--- src/rtl/sdsp_pkg.sv ---
// constants, types and pin map shared by the dual spi block
// assumes a single 40 MHz functional clock
package sdsp_pkg;

  // ----------------------------------------------------------------
  // sizes and timing
  // ----------------------------------------------------------------
  localparam int WORD_W = 32;
  localparam int FIFO_DEPTH = 32;
  localparam int CLK_HZ = 40_000_000;
  localparam int SCK_HZ = 2_000_000;
  localparam int BAUD_DIV = CLK_HZ / SCK_HZ;
  localparam logic [7:0] HALF_DIV_RST = 8'(BAUD_DIV / 2 - 1);
  localparam logic [5:0] BITS_RST = 6'h08;
  localparam logic [WORD_W-1:0] MATCH_RST = 32'h0000_0000;
  localparam logic [15:0] T1_CMP = 16'hFFFF;

  // ----------------------------------------------------------------
  // pin map: master 0..3, slave 4..7
  // ----------------------------------------------------------------
  localparam int PIN_M_SOUT = 0;
  localparam int PIN_M_SIN = 1;
  localparam int PIN_M_SCK = 2;
  localparam int PIN_M_CS = 3;
  localparam int PIN_S_SOUT = 4;
  localparam int PIN_S_SIN = 5;
  localparam int PIN_S_SCK = 6;
  localparam int PIN_S_CS = 7;
  localparam logic [7:0] PIN_OE = 8'h1D;

  // ----------------------------------------------------------------
  // types
  // ----------------------------------------------------------------
  typedef struct packed {
    logic [5:0] bits;
    logic [7:0] half_div;
    logic [WORD_W-1:0] match;
  } sdsp_cfg_t;

  typedef struct packed {
    logic [WORD_W-1:0] data;
    logic valid;
    logic match;
  } sdsp_rx_t;

  typedef enum logic [1:0] {
    T0_IDLE = 2'b00,
    T0_START = 2'b01,
    T0_RUN = 2'b10,
    T0_STOP = 2'b11
  } sdsp_t0_st_t;

endpackage

--- src/rtl/sdsp_fifo.sv ---
// synchronous fifo with valid/ready on both sides
// assumes one clock and an active-low asynchronous reset
`timescale 1ns/1ps
module sdsp_fifo #(
  parameter int W = 32,
  parameter int D = 32
) (
  // clock and reset
  input wire logic ref_clk,
  input wire logic nrst,
  // fill side
  input wire logic in_valid,
  output logic in_ready,
  input wire logic [W-1:0] in_data,
  // drain side
  output logic out_valid,
  input wire logic out_ready,
  output logic [W-1:0] out_data
);
  localparam int AW = $clog2(D);
  logic [W-1:0] mem [D];
  logic [AW:0] wr_q, rd_q;
  logic push, pop;

  assign in_ready = (wr_q - rd_q) != (AW+1)'(D);
  assign out_valid = wr_q != rd_q;
  assign out_data = mem[rd_q[AW-1:0]];
  assign push = in_valid && in_ready;
  assign pop = out_valid && out_ready;

  always_ff @(posedge ref_clk) begin
    if (push) begin
      mem[wr_q[AW-1:0]] <= in_data;
    end
  end

  always_ff @(posedge ref_clk or negedge nrst) begin
    if (!nrst) begin
      wr_q <= '0;
      rd_q <= '0;
    end else begin
      if (push) begin
        wr_q <= wr_q + 1'b1;
      end
      if (pop) begin
        rd_q <= rd_q + 1'b1;
      end
    end
  end
endmodule

--- src/rtl/sdsp_top.sv ---
// dual spi: timer-driven master on pins 0..3 and slave on pins 4..7
// assumes pin inputs are asynchronous; settings held stable during frames
//
// Function
// - 32-bit shifters, tx/rx/match, double buffered
// - transmit shifter loads buffer, drives bits
// - receive shifter samples, stores completed word
// - only the assigned timer loads/stores/shifts
// - default cpha0, 2 MHz, 8-bit words
// - master pins 0-3, slave pins 4-7
// - master tx by timer0, falling edge, pin0
// - master rx by timer0, rising edge, pin1
// - no start/stop bits; tx loads on enable
// - flag set on load; trigger starts timer0
// - timer0 baud/bit, sck pin2, start/stop bits
// - compare: edges 2n-1, half divider minus one
// - timer0 disables at compare; shifting until then
// - timer1 follows timer0 enable and disable
// - timer1 drives active-low chip select pin3
// - slave tx by timer2, falling edge, pin4
// - slave rx by timer2, rising edge, pin5
// - slave sck and cs are inputs only
// - slave shifts only while cs asserted
// - timer2 counts pin6 edges, starts on cs
// - timer2 never disabled or reset
`timescale 1ns/1ps
module sdsp_top
  import sdsp_pkg::*;
(
  // clock and reset
  input wire logic ref_clk,
  input wire logic nrst,
  // pins
  input wire logic [7:0] io_pin_in,
  output logic [7:0] io_pin_out,
  output logic [7:0] io_pin_oe,
  // settings
  input wire sdsp_cfg_t cfg,
  // master transmit words
  input wire logic mst_tx_valid,
  output logic mst_tx_ready,
  input wire logic [WORD_W-1:0] mst_tx_data,
  // slave transmit buffer
  input wire logic slv_tx_valid,
  output logic slv_tx_ready,
  input wire logic [WORD_W-1:0] slv_tx_data,
  // received words
  output sdsp_rx_t mst_rx,
  output sdsp_rx_t slv_rx,
  // status
  output logic mst_busy,
  output logic slv_active
);

  // ----------------------------------------------------------------
  // input synchronisers
  // ----------------------------------------------------------------
  // index 0: master sin, 1: slave sin, 2: slave sck, 3: slave cs
  logic [3:0] raw, s1_q, s2_q, s3_q, flt_q;
  assign raw = {io_pin_in[PIN_S_CS], io_pin_in[PIN_S_SCK], io_pin_in[PIN_S_SIN], io_pin_in[PIN_M_SIN]};

  always_ff @(posedge ref_clk or negedge nrst) begin
    if (!nrst) begin
      // idle levels: cs high, rest low, so release shows no false cs fall
      s1_q <= 4'h8;
      s2_q <= 4'h8;
      s3_q <= 4'h8;
    end else begin
      s1_q <= raw;
      s2_q <= s1_q;
      s3_q <= s2_q;
    end
  end

  // cs filter resets high so no frame is seen out of reset
  genvar gi;
  generate
    for (gi = 0; gi < 4; gi++) begin : g_flt
      always_ff @(posedge ref_clk or negedge nrst) begin
        if (!nrst) begin
          flt_q[gi] <= (gi == 3);
        end else if (s2_q[gi] == s3_q[gi]) begin
          flt_q[gi] <= s3_q[gi];
        end
      end
    end
  endgenerate

  logic m_sin, s_sin, s_sck, s_cs;
  assign m_sin = flt_q[0];
  assign s_sin = flt_q[1];
  assign s_sck = flt_q[2];
  assign s_cs = flt_q[3];

  // ----------------------------------------------------------------
  // master transmit fifo and buffer
  // ----------------------------------------------------------------
  logic f_valid;
  logic [WORD_W-1:0] f_data;
  logic m_flag_q;
  logic [WORD_W-1:0] m_buf_q;
  logic m_load;

  sdsp_fifo #(.W(WORD_W), .D(FIFO_DEPTH)) u_fifo (
    .ref_clk(ref_clk),
    .nrst(nrst),
    .in_valid(mst_tx_valid),
    .in_ready(mst_tx_ready),
    .in_data(mst_tx_data),
    .out_valid(f_valid),
    .out_ready(m_flag_q),
    .out_data(f_data)
  );

  // flag high means buffer empty; load and write never coincide
  always_ff @(posedge ref_clk or negedge nrst) begin
    if (!nrst) begin
      m_flag_q <= 1'b1;
      m_buf_q <= '0;
    end else if (m_load) begin
      m_flag_q <= 1'b1;
    end else if (f_valid && m_flag_q) begin
      m_buf_q <= f_data;
      m_flag_q <= 1'b0;
    end
  end

  // ----------------------------------------------------------------
  // timer 0: baud/bit, sck generation
  // ----------------------------------------------------------------
  sdsp_t0_st_t t0_st_q;
  logic [7:0] baud_q, edge_q;
  logic sck_q, tick, t0_cmp, m_rise, m_fall;

  assign tick = (t0_st_q != T0_IDLE) && (baud_q == 8'h00);
  assign m_load = (t0_st_q == T0_IDLE) && !m_flag_q;
  assign m_rise = (t0_st_q == T0_RUN) && tick && !sck_q;
  assign m_fall = (t0_st_q == T0_RUN) && tick && sck_q;
  assign t0_cmp = m_fall && (edge_q == 8'h00);

  always_ff @(posedge ref_clk or negedge nrst) begin
    if (!nrst) begin
      t0_st_q <= T0_IDLE;
      baud_q <= 8'h00;
      edge_q <= 8'h00;
    end else begin
      unique case (t0_st_q)
        T0_IDLE: begin
          if (m_load) begin
            t0_st_q <= T0_START;
            baud_q <= cfg.half_div;
            edge_q <= 8'({cfg.bits, 1'b0} - 7'h01);
          end
        end
        T0_START: begin
          if (tick) begin
            t0_st_q <= T0_RUN;
          end
        end
        T0_RUN: begin
          if (t0_cmp) begin
            t0_st_q <= T0_STOP;
          end
          if (tick) begin
            edge_q <= edge_q - 8'h01;
          end
        end
        T0_STOP: begin
          if (tick) begin
            t0_st_q <= T0_IDLE;
          end
        end
      endcase
      if (t0_st_q != T0_IDLE) begin
        baud_q <= tick ? cfg.half_div : baud_q - 8'h01;
      end
    end
  end

  // sck toggles only on run ticks and is forced low outside a frame
  always_ff @(posedge ref_clk or negedge nrst) begin
    if (!nrst) begin
      sck_q <= 1'b0;
    end else if (m_load || t0_st_q == T0_IDLE) begin
      sck_q <= 1'b0;
    end else if (t0_st_q == T0_RUN && tick) begin
      sck_q <= ~sck_q;
    end
  end

  // ----------------------------------------------------------------
  // timer 1: chip select follows timer 0
  // ----------------------------------------------------------------
  logic t1_en_q;
  always_ff @(posedge ref_clk or negedge nrst) begin
    if (!nrst) begin
      t1_en_q <= 1'b0;
    end else if (m_load) begin
      t1_en_q <= 1'b1;
    end else if (t0_st_q == T0_STOP && tick) begin
      t1_en_q <= 1'b0;
    end
  end

  // ----------------------------------------------------------------
  // master shifters
  // ----------------------------------------------------------------
  logic [WORD_W-1:0] m_tx_sh_q, m_rx_sh_q;
  logic [4:0] msb_idx;
  assign msb_idx = 5'(cfg.bits - 6'h01);

  always_ff @(posedge ref_clk or negedge nrst) begin
    if (!nrst) begin
      m_tx_sh_q <= '0;
      m_rx_sh_q <= '0;
    end else begin
      if (m_load) begin
        m_tx_sh_q <= m_buf_q;
        m_rx_sh_q <= '0;
      end else if (m_fall && !t0_cmp) begin
        m_tx_sh_q <= {m_tx_sh_q[WORD_W-2:0], 1'b0};
      end
      if (m_rise) begin
        m_rx_sh_q <= {m_rx_sh_q[WORD_W-2:0], m_sin};
      end
    end
  end

  always_ff @(posedge ref_clk or negedge nrst) begin
    if (!nrst) begin
      mst_rx <= '0;
    end else begin
      mst_rx.valid <= t0_cmp;
      mst_rx.match <= t0_cmp && (m_rx_sh_q == cfg.match);
      if (t0_cmp) begin
        mst_rx.data <= m_rx_sh_q;
      end
    end
  end

  // ----------------------------------------------------------------
  // timer 2: slave, counts sck edges while cs low
  // ----------------------------------------------------------------
  logic sck_prev_q, cs_prev_q, t2_en_q;
  logic [15:0] t2_cnt_q;
  logic trig_rise, s_edge, s_rise, s_fall, s_cmp, s_load;

  assign trig_rise = cs_prev_q && !s_cs;
  assign s_edge = t2_en_q && !s_cs && (s_sck != sck_prev_q);
  assign s_rise = s_edge && s_sck;
  assign s_fall = s_edge && !s_sck;
  assign s_cmp = s_edge && (t2_cnt_q == 16'h0000);
  assign s_load = (trig_rise && !t2_en_q) || s_cmp;

  always_ff @(posedge ref_clk or negedge nrst) begin
    if (!nrst) begin
      sck_prev_q <= 1'b0;
      cs_prev_q <= 1'b1;
      t2_en_q <= 1'b0;
      t2_cnt_q <= 16'h0000;
    end else begin
      sck_prev_q <= s_sck;
      cs_prev_q <= s_cs;
      if (trig_rise && !t2_en_q) begin
        t2_en_q <= 1'b1;
        t2_cnt_q <= 16'({cfg.bits, 1'b0} - 7'h01);
      end else if (s_cmp) begin
        t2_cnt_q <= 16'({cfg.bits, 1'b0} - 7'h01);
      end else if (s_edge) begin
        t2_cnt_q <= t2_cnt_q - 16'h0001;
      end
    end
  end

  // ----------------------------------------------------------------
  // slave buffer and shifters
  // ----------------------------------------------------------------
  logic s_flag_q;
  logic [WORD_W-1:0] s_buf_q, s_tx_sh_q, s_rx_sh_q;

  // writes are held off in a load cycle so no word is lost
  assign slv_tx_ready = s_flag_q && !s_load;

  always_ff @(posedge ref_clk or negedge nrst) begin
    if (!nrst) begin
      s_flag_q <= 1'b1;
      s_buf_q <= '0;
    end else if (s_load) begin
      s_flag_q <= 1'b1;
    end else if (slv_tx_valid && s_flag_q) begin
      s_buf_q <= slv_tx_data;
      s_flag_q <= 1'b0;
    end
  end

  always_ff @(posedge ref_clk or negedge nrst) begin
    if (!nrst) begin
      s_tx_sh_q <= '0;
      s_rx_sh_q <= '0;
    end else begin
      if (s_load) begin
        s_tx_sh_q <= s_buf_q;
      end else if (s_fall) begin
        s_tx_sh_q <= {s_tx_sh_q[WORD_W-2:0], 1'b0};
      end
      if (s_rise) begin
        s_rx_sh_q <= {s_rx_sh_q[WORD_W-2:0], s_sin};
      end
    end
  end

  always_ff @(posedge ref_clk or negedge nrst) begin
    if (!nrst) begin
      slv_rx <= '0;
    end else begin
      slv_rx.valid <= s_cmp;
      slv_rx.match <= s_cmp && (s_rx_sh_q == cfg.match);
      if (s_cmp) begin
        slv_rx.data <= s_rx_sh_q;
      end
    end
  end

  // ----------------------------------------------------------------
  // pins and status
  // ----------------------------------------------------------------
  always_comb begin
    io_pin_out = 8'h00;
    io_pin_out[PIN_M_SOUT] = m_tx_sh_q[msb_idx];
    io_pin_out[PIN_M_SCK] = sck_q;
    io_pin_out[PIN_M_CS] = ~t1_en_q;
    io_pin_out[PIN_S_SOUT] = s_tx_sh_q[msb_idx];
  end
  assign io_pin_oe = PIN_OE;
  assign mst_busy = t0_st_q != T0_IDLE;
  assign slv_active = t2_en_q;
endmodule

--- config.mk ---
export PLATFORM = sky130hd
export DESIGN_NAME = sdsp_top
export DESIGN_NICKNAME = d
export VERILOG_FILES = /design/src/rtl/sdsp_pkg.sv /design/src/rtl/sdsp_fifo.sv /design/src/rtl/sdsp_top.sv
export SDC_FILE = /design/constraint.sdc
export NUM_CORES = 2
export LEC_CHECK = 0
export BUFFER_PORTS_ARGS = -buffer_cell sky130_fd_sc_hd__buf_4
export CORE_MARGIN = 2
export CORE_UTILIZATION = 30
export CTS_CLUSTER_SIZE = 10
export DETAILED_ROUTE_END_ITERATION = 12
export GPL_TIMING_DRIVEN = 0
export REMOVE_ABC_BUFFERS = 1
export SYNTH_ARGS = -nofsm -noshare
export SYNTH_HDL_FRONTEND = slang
export SYNTH_SLANG_ARGS = --single-unit
--- constraint.sdc ---
create_clock -name ref_clk -period 6.85 [get_ports ref_clk]
set_clock_uncertainty 0.2 [all_clocks]
set_input_delay 0.685 -clock ref_clk [delete_from_list [all_inputs] [get_ports ref_clk]]
set_output_delay 0.685 -clock ref_clk [all_outputs]
set_load 0.02 [all_outputs]
; ---- After elaboration in Yosys (flattened, before gate mapping)
; Memory sizes are Yosys's and may differ from the RTL's. A register that Yosys moved wholly into a read port is not among the register bits.
; Cells that the tools add are included.
[totals]
word_cells = 150
n_memories = 1
inputBits = 122
reg_bits = 297
ramBits = 1024
[classes]
magnitude_cmp = 1
n_bitwise = 4
n_eq_ne = 17
reduce_logical = 52
mux = 35
addsub = 9
[memory_table]
columns = name, depth, width, rd, rd_clocked_by_memory_dff, write_ports, line
row1 = u_fifo.mem, 32, 32, 1, 1, 1, sdsp_fifo.sv:21  ; logic [W-1:0] mem [D];
[ops]
columns = cell, count
row1 = 32-bit 2-to-1 mux, 6
row2 = 32-bit == test, 2
row3 = 16-bit 2-to-1 mux, 3
row4 = 8-bit 2-to-1 mux, 6
row5 = 2-bit nonzero test, 11
row6 = 1-bit logical AND, 21
row7 = 16-bit logical NOT, 1
row8 = 8-bit logical NOT, 2
row9 = 8-bit case mux with 2 select lines, 1
row10 = 16-bit by 1-bit subtractor with 16-bit output (second input constant), 1
row11 = 7-bit by 1-bit subtractor with 8-bit output (second input constant), 2
row12 = 8-bit by 1-bit subtractor with 8-bit output (second input constant), 2
row13 = 6-bit by 1-bit adder with 6-bit output (second input constant), 2
row14 = 1-bit 2-to-1 mux, 12
row15 = 1-bit binary-select mux with 5-bit select, 2
row16 = 2-bit != test (second input constant), 5
row17 = 1-bit logical NOT, 8
row18 = 2-bit 2-to-1 mux, 4
row19 = 2-bit case mux with 4 select lines, 1
row20 = 5-bit by 6-bit less-than comparator with 1-bit output (second input constant), 1
row21 = 6-bit != test, 1
row22 = 6-bit != test (second input constant), 1
row23 = 2-bit AND reduction, 3
row24 = 6-bit subtractor, 1
row25 = 11 further kinds, 19

; ---- Logic depth before layout (Yosys ltp)
[depth]
ltp_word = 9
mapped_depth = 13

; ---- Hierarchy
; A second synthesis with hierarchy kept.
[hier_totals]
cells_unflattened = 2981
hier_area_um2 = 54469.7
[modules_own_cells]
columns = module, instances, seq_area_each_um2, area_each_um2, cells_each
row1 = sdsp_fifo, 1, 31049.8, 39845.7, 1648
row2 = sdsp_top, 1, 7941.4, 14624.0, 1333

; ---- Worst setup path after synthesis
; Ideal clock, no wire load.
[synth_path]
path_type = flip-flop to flip-flop
start = register u_fifo.rd_q[1]
end = memory u_fifo.mem[12][0], enable pin
required_ns = 6.189
synth_period_minus_slack_ns = 5.680
arrival_ns = 5.019
slack_ns = 1.170
n_path_buf = 4
path_stages_with_launch = 14
path_cell_list = dfrtp_1 > clkbuf_1 > clkbuf_1 > clkbuf_1 > inv_1 > ha_1 > or2_2 > o221ai_1 > a21oi_1 > xnor2_1 > a21boi_0 > clkbuf_1 > nand2_1 > nor3_1
[synth_between]
elab_chain_len = 5
[synth_lines]
columns = item, line
row1 = from (decl), sdsp_fifo.sv:22  ; logic [AW:0] wr_q, rd_q;
row2 = from (signal assigned), sdsp_fifo.sv:46  ; rd_q <= rd_q + 1'b1;
row3 = 6-bit subtractor, sdsp_fifo.sv:25  ; assign in_ready = (wr_q - rd_q) != (AW+1)'(D);
row4 = 6-bit != test, sdsp_fifo.sv:25
row5 = 1-bit logical AND, sdsp_fifo.sv:28  ; assign push = in_valid && in_ready;
row6 = 1-bit 2-to-1 mux, sdsp_fifo.sv:32  ; if (push) begin
row7 = 1-bit 2-to-1 mux (implied by the code), sdsp_fifo.sv:33  ; mem[wr_q[AW-1:0]] <= in_data;
row8 = to (decl), sdsp_fifo.sv:21
; No other way between the ends.

; ---- Worst setup path after layout
[layout_path]
start = input cfg[40] (netlist name)
end = output io_pin_out[0]
[layout_between]
elab_chain_len = 3
[layout_lines]
columns = item, line
row1 = from (decl), sdsp_top.sv:38  ; input wire sdsp_cfg_t cfg,
row2 = 5-bit by 1-bit subtractor with 5-bit output, sdsp_top.sv:210  ; assign msb_idx = 5'(cfg.bits - 6'h01);
row3 = 1-bit binary-select mux with 5-bit select, sdsp_top.sv:329  ; io_pin_out[PIN_M_SOUT] = m_tx_sh_q[msb_idx];
row4 = 1-bit 2-to-1 mux (implied by the code), sdsp_top.sv:329
row5 = to (decl), sdsp_top.sv:35  ; output logic [7:0] io_pin_out,
; No other way between the ends. The select of a mux whose other input is x is not followed.

==> metrics.cfg <==
[yosys]
synth_top_area_share_pct = 57.0
yosysWarnings = 0
syn_area_per_cell_sq_um = 18.6
async_flop_share_pct = 24.3
synthXorXnorAreaFrac_pct = 1.35
synth-seq-cells = 1353
synth_top_area_cell = edfxtp_1
ys_types = 60
netlist_instances = 2896
synth_edf_count = 1024
synth_top_family_by_area = multiplexers
yosys.area_share.simple_pct = 3.96
synthAdderAreaFrac_pct = 0.584
synth-compound-area-share_pct = 2.32
muxShareOfSynthArea_pct = 18.0
syn_area_sq_mm = 0.0540
ys_seq_area_share_pct = 72.2
synth_ff_type = edfxtp_1
yosys-top-cells-area = edfxtp_1 (57%), dfrtp_1 (15%), mux4_2 (14%), nand2_1 (2.1%), mux2_2 (2.0%)

[layout]
diodes = 0
drive_gt1_share_pct = 28.8
final-instance-count-excl-fill = 5638
fin_nets = 3352
syn_to_final_growth_pct = 19.1
postLayoutCellArea_sq_mm = 0.0643

[setup_path]
end_kind = output port
worst_setup_path_start_kind = input port
required_ns = 5.96
path_class = in2out
regToRegSetupSlack_ns = 2.24
reg2reg_depth = 12
critPathLaunch = cfg[40]
critPathMaxFanout = 18
critPathArrivalTime_ns = 4.02
reg2reg_from = u_fifo.rd_q[1]
r2r-end = u_fifo.mem[31][17]

[grt]
grt_antenna_before_repair = 9
grt_pass1_wl_um = 195000
first_global_vias = 28000
grt_usage_pct = 14.3
grt_max_degree = 95
grt-ovfl-total = 0

[floorplan]
start_util_pct = 30.2
core_area_sq_mm = 0.179
die_h_um = 428
ios = 210
rows = 155
fp.dieArea_sq_mm = 0.183
die_x_um = 428

[clock_network]
cts_resized = 0
cts_buffers = 157
cts.reportedPaths.clkPinSlew_ns = 0.05
cts.sinks = 1353
cts_tree = done
cts_hold_buf = 46
ctsLongestPathBuffers = 3
postCtsSetupBuffers = 0
insertion_delay_ns = 0.77
root_buffer = clkbuf_16
cts_max_level = 4

[place]
dp_hpwl_um = 78400
place_congestion = 0.776
portBuffers = 193
place_inst = 5358
placed_area_sq_mm = 0.0593

[run_status]
outcome = completed

[power_and_ir_drop]
power_leakage_uw = 0.0227
ir_worst_vdd_v = 0.000209
cellPowerDensity_mw_per_mm2 = 381
power_uw = 24500

[drt]
drt_iter0_drc = 2987
remaining_drc_errors = 0
wl_met2_um = 60600
drt-vias-per-instance = 4.94
wl_met3_um = 8580
routed_wirelength_um = 133000
wl_met1_um = 60600
drt-wirelength-per-cell_um = 23.5
vias = 27900
highest_layer = met5
ant_nets = 0
drtPass1Iterations = 5

[timing]
max_slew_margin_pct = 11.6
fin_crit_sh_pct = 71.6
slew_violations = 0
finalSetupViolations = 0
hold_viol = 0
grt_setup_unrepaired = false
max_freq_ghz = 0.204
period_minus_slack_ns = 4.90
tightest_slew_ns = 1.33

[min_path]
hold_path.class = in2reg
holdPathEnd = u_fifo.mem[3][9]
hold_depth = 1
hp-start = mst_tx_data[9]

[job]
drv_cap = 0

==> flip-flops by register name, summed over array words and instances, names as in the netlist, 2 cells and up <==
signal and flops:
m_tx_sh_q 32, t2_cnt_q 16, s_tx_sh_q 32, s_rx_sh_q 32
t0_st_q 2, baud_q 8, m_rx_sh_q 32, slv_rx 34
u_fifo.wr_q 6, m_buf_q 32, s_buf_q 32, edge_q 8
s2_q 4, s3_q 4, u_fifo.rd_q 6, mst_rx 34
u_fifo.mem 1024, s1_q 4
==> through the flow <==
step / utilization, % / TNS (ns) / hold WS (ns) / worst slack [ns]
2_1_floorplan: - / -7621.51 / 0.131 / -8.35
3_3_place_gp: 32.3 / - / 0.140 / -17.49
3_5_place_dp: 33.2 / 0 / 0.136 / 1.81
4_1_cts: 36.0 / 0 / 0.0501 / 1.82
5_1_grt: 36.0 / 0 / 0.0754 / 1.75
6_report: 36.0 / 0 / 0.115 / 1.95
==> how the worst max path moves through the flow <==
stage / endpoint / cells past startpoint / slack (ns)
after CTS: io_pin_out[0] / 7 / 1.82
after global placement: u_fifo.mem[13][5] / 8 / -17.49
final: io_pin_out[0] / 7 / 1.95
after detailed placement: io_pin_out[0] / 7 / 1.81
after global routing: io_pin_out[0] / 7 / 1.75
after floorplan: u_fifo.mem[12][0] / 8 / -8.35
==> Yosys cell counts, types with 3 or more instances <==
cell type,instances
nor2_1,56
nand2_1,295
buf_4,16
xnor2_1,15
or3_1,5
and2_1,4
o21ai_0,162
ha_1,22
clkbuf_1,97
xor2_1,68
o22a_1,5
buf_2,33
nand4_1,10
and3_1,21
nor2b_1,3
and3b_1,5
nor3_1,23
or2_2,3
a22o_1,5
nor4_1,23
edfxtp_1,1024
nor3b_1,3
mux4_2,340
nand3_1,13
mux2i_1,95
o22ai_1,4
maj3_1,4
nand2b_1,6
o21ai_1,3
a31oi_1,8
dfstp_2,7
a21oi_1,22
buf_1,18
inv_1,24
mux2_2,98
dfrtp_1,322
==> critical path, stage by stage <==
cell and delay [ns]:
buf_4 0.40, inv_1 0.20, ha_1 1.22, mux4_2 0.48, mux4_2 0.48, mux2_2 0.34
buf_4 0.18
==> layer usage <==
metal,GRT usage [%],up-vias
li1,-,12000
met1,21.0,14700
met2,21.7,958
met3,2.87,212
met4,3.64,10
met5,0,-
==> placed cells by master (no fill, tap or decap), types with 7 or more instances in the layout <==
cell           instances
a21oi_1               22
a31oi_1                7
and3_2                 9
and3_4                11
buf_12                20
buf_16                24
buf_4                194
buf_6                 12
buf_8                 11
clkbuf_1              53
clkbuf_16            160
conb_1                12
dfrtp_1              319
dfstp_2                7
dlygate4sd3_1         46
edfxtp_1            1024
ha_1                  22
inv_1                 23
mux2_2                98
mux2i_1               95
mux4_2               340
nand2_1              293
nand3_1               13
nand4_1               10
nor2_1                45
nor2_4                11
nor3_1                20
nor4_1                23
o21ai_0              161
xnor2_1               13
xor2_1                68
==> area by class of cell <==
cell class,count,area [sq um]
fillers,16400,114000
flip-flops and latches,1353,39000
clock buffers,216,4240
repair buffers,307,3280
well taps,2355,2950
inverters,26,105
clock inverters,18,295
multi-input cells,1363,14400
==> logic make-up (layout without fill, tap and decap cells) <==
logic type	Yosys count	in the layout
flops	1353	1353
mux	535	535
simple gates	480	480
compound gates	227	227
buf+inv	190	567
xor+xnor	83	83
fa+ha+maj	26	26
other cells	2	12
==> where the power goes <==
part	total, uW	switching, uW	internal, uW
logic	6410	3190	3220
registers	10500	744	9770
clock network	7590	3190	4400
Note: power is estimated with default switching activity, not from simulation.
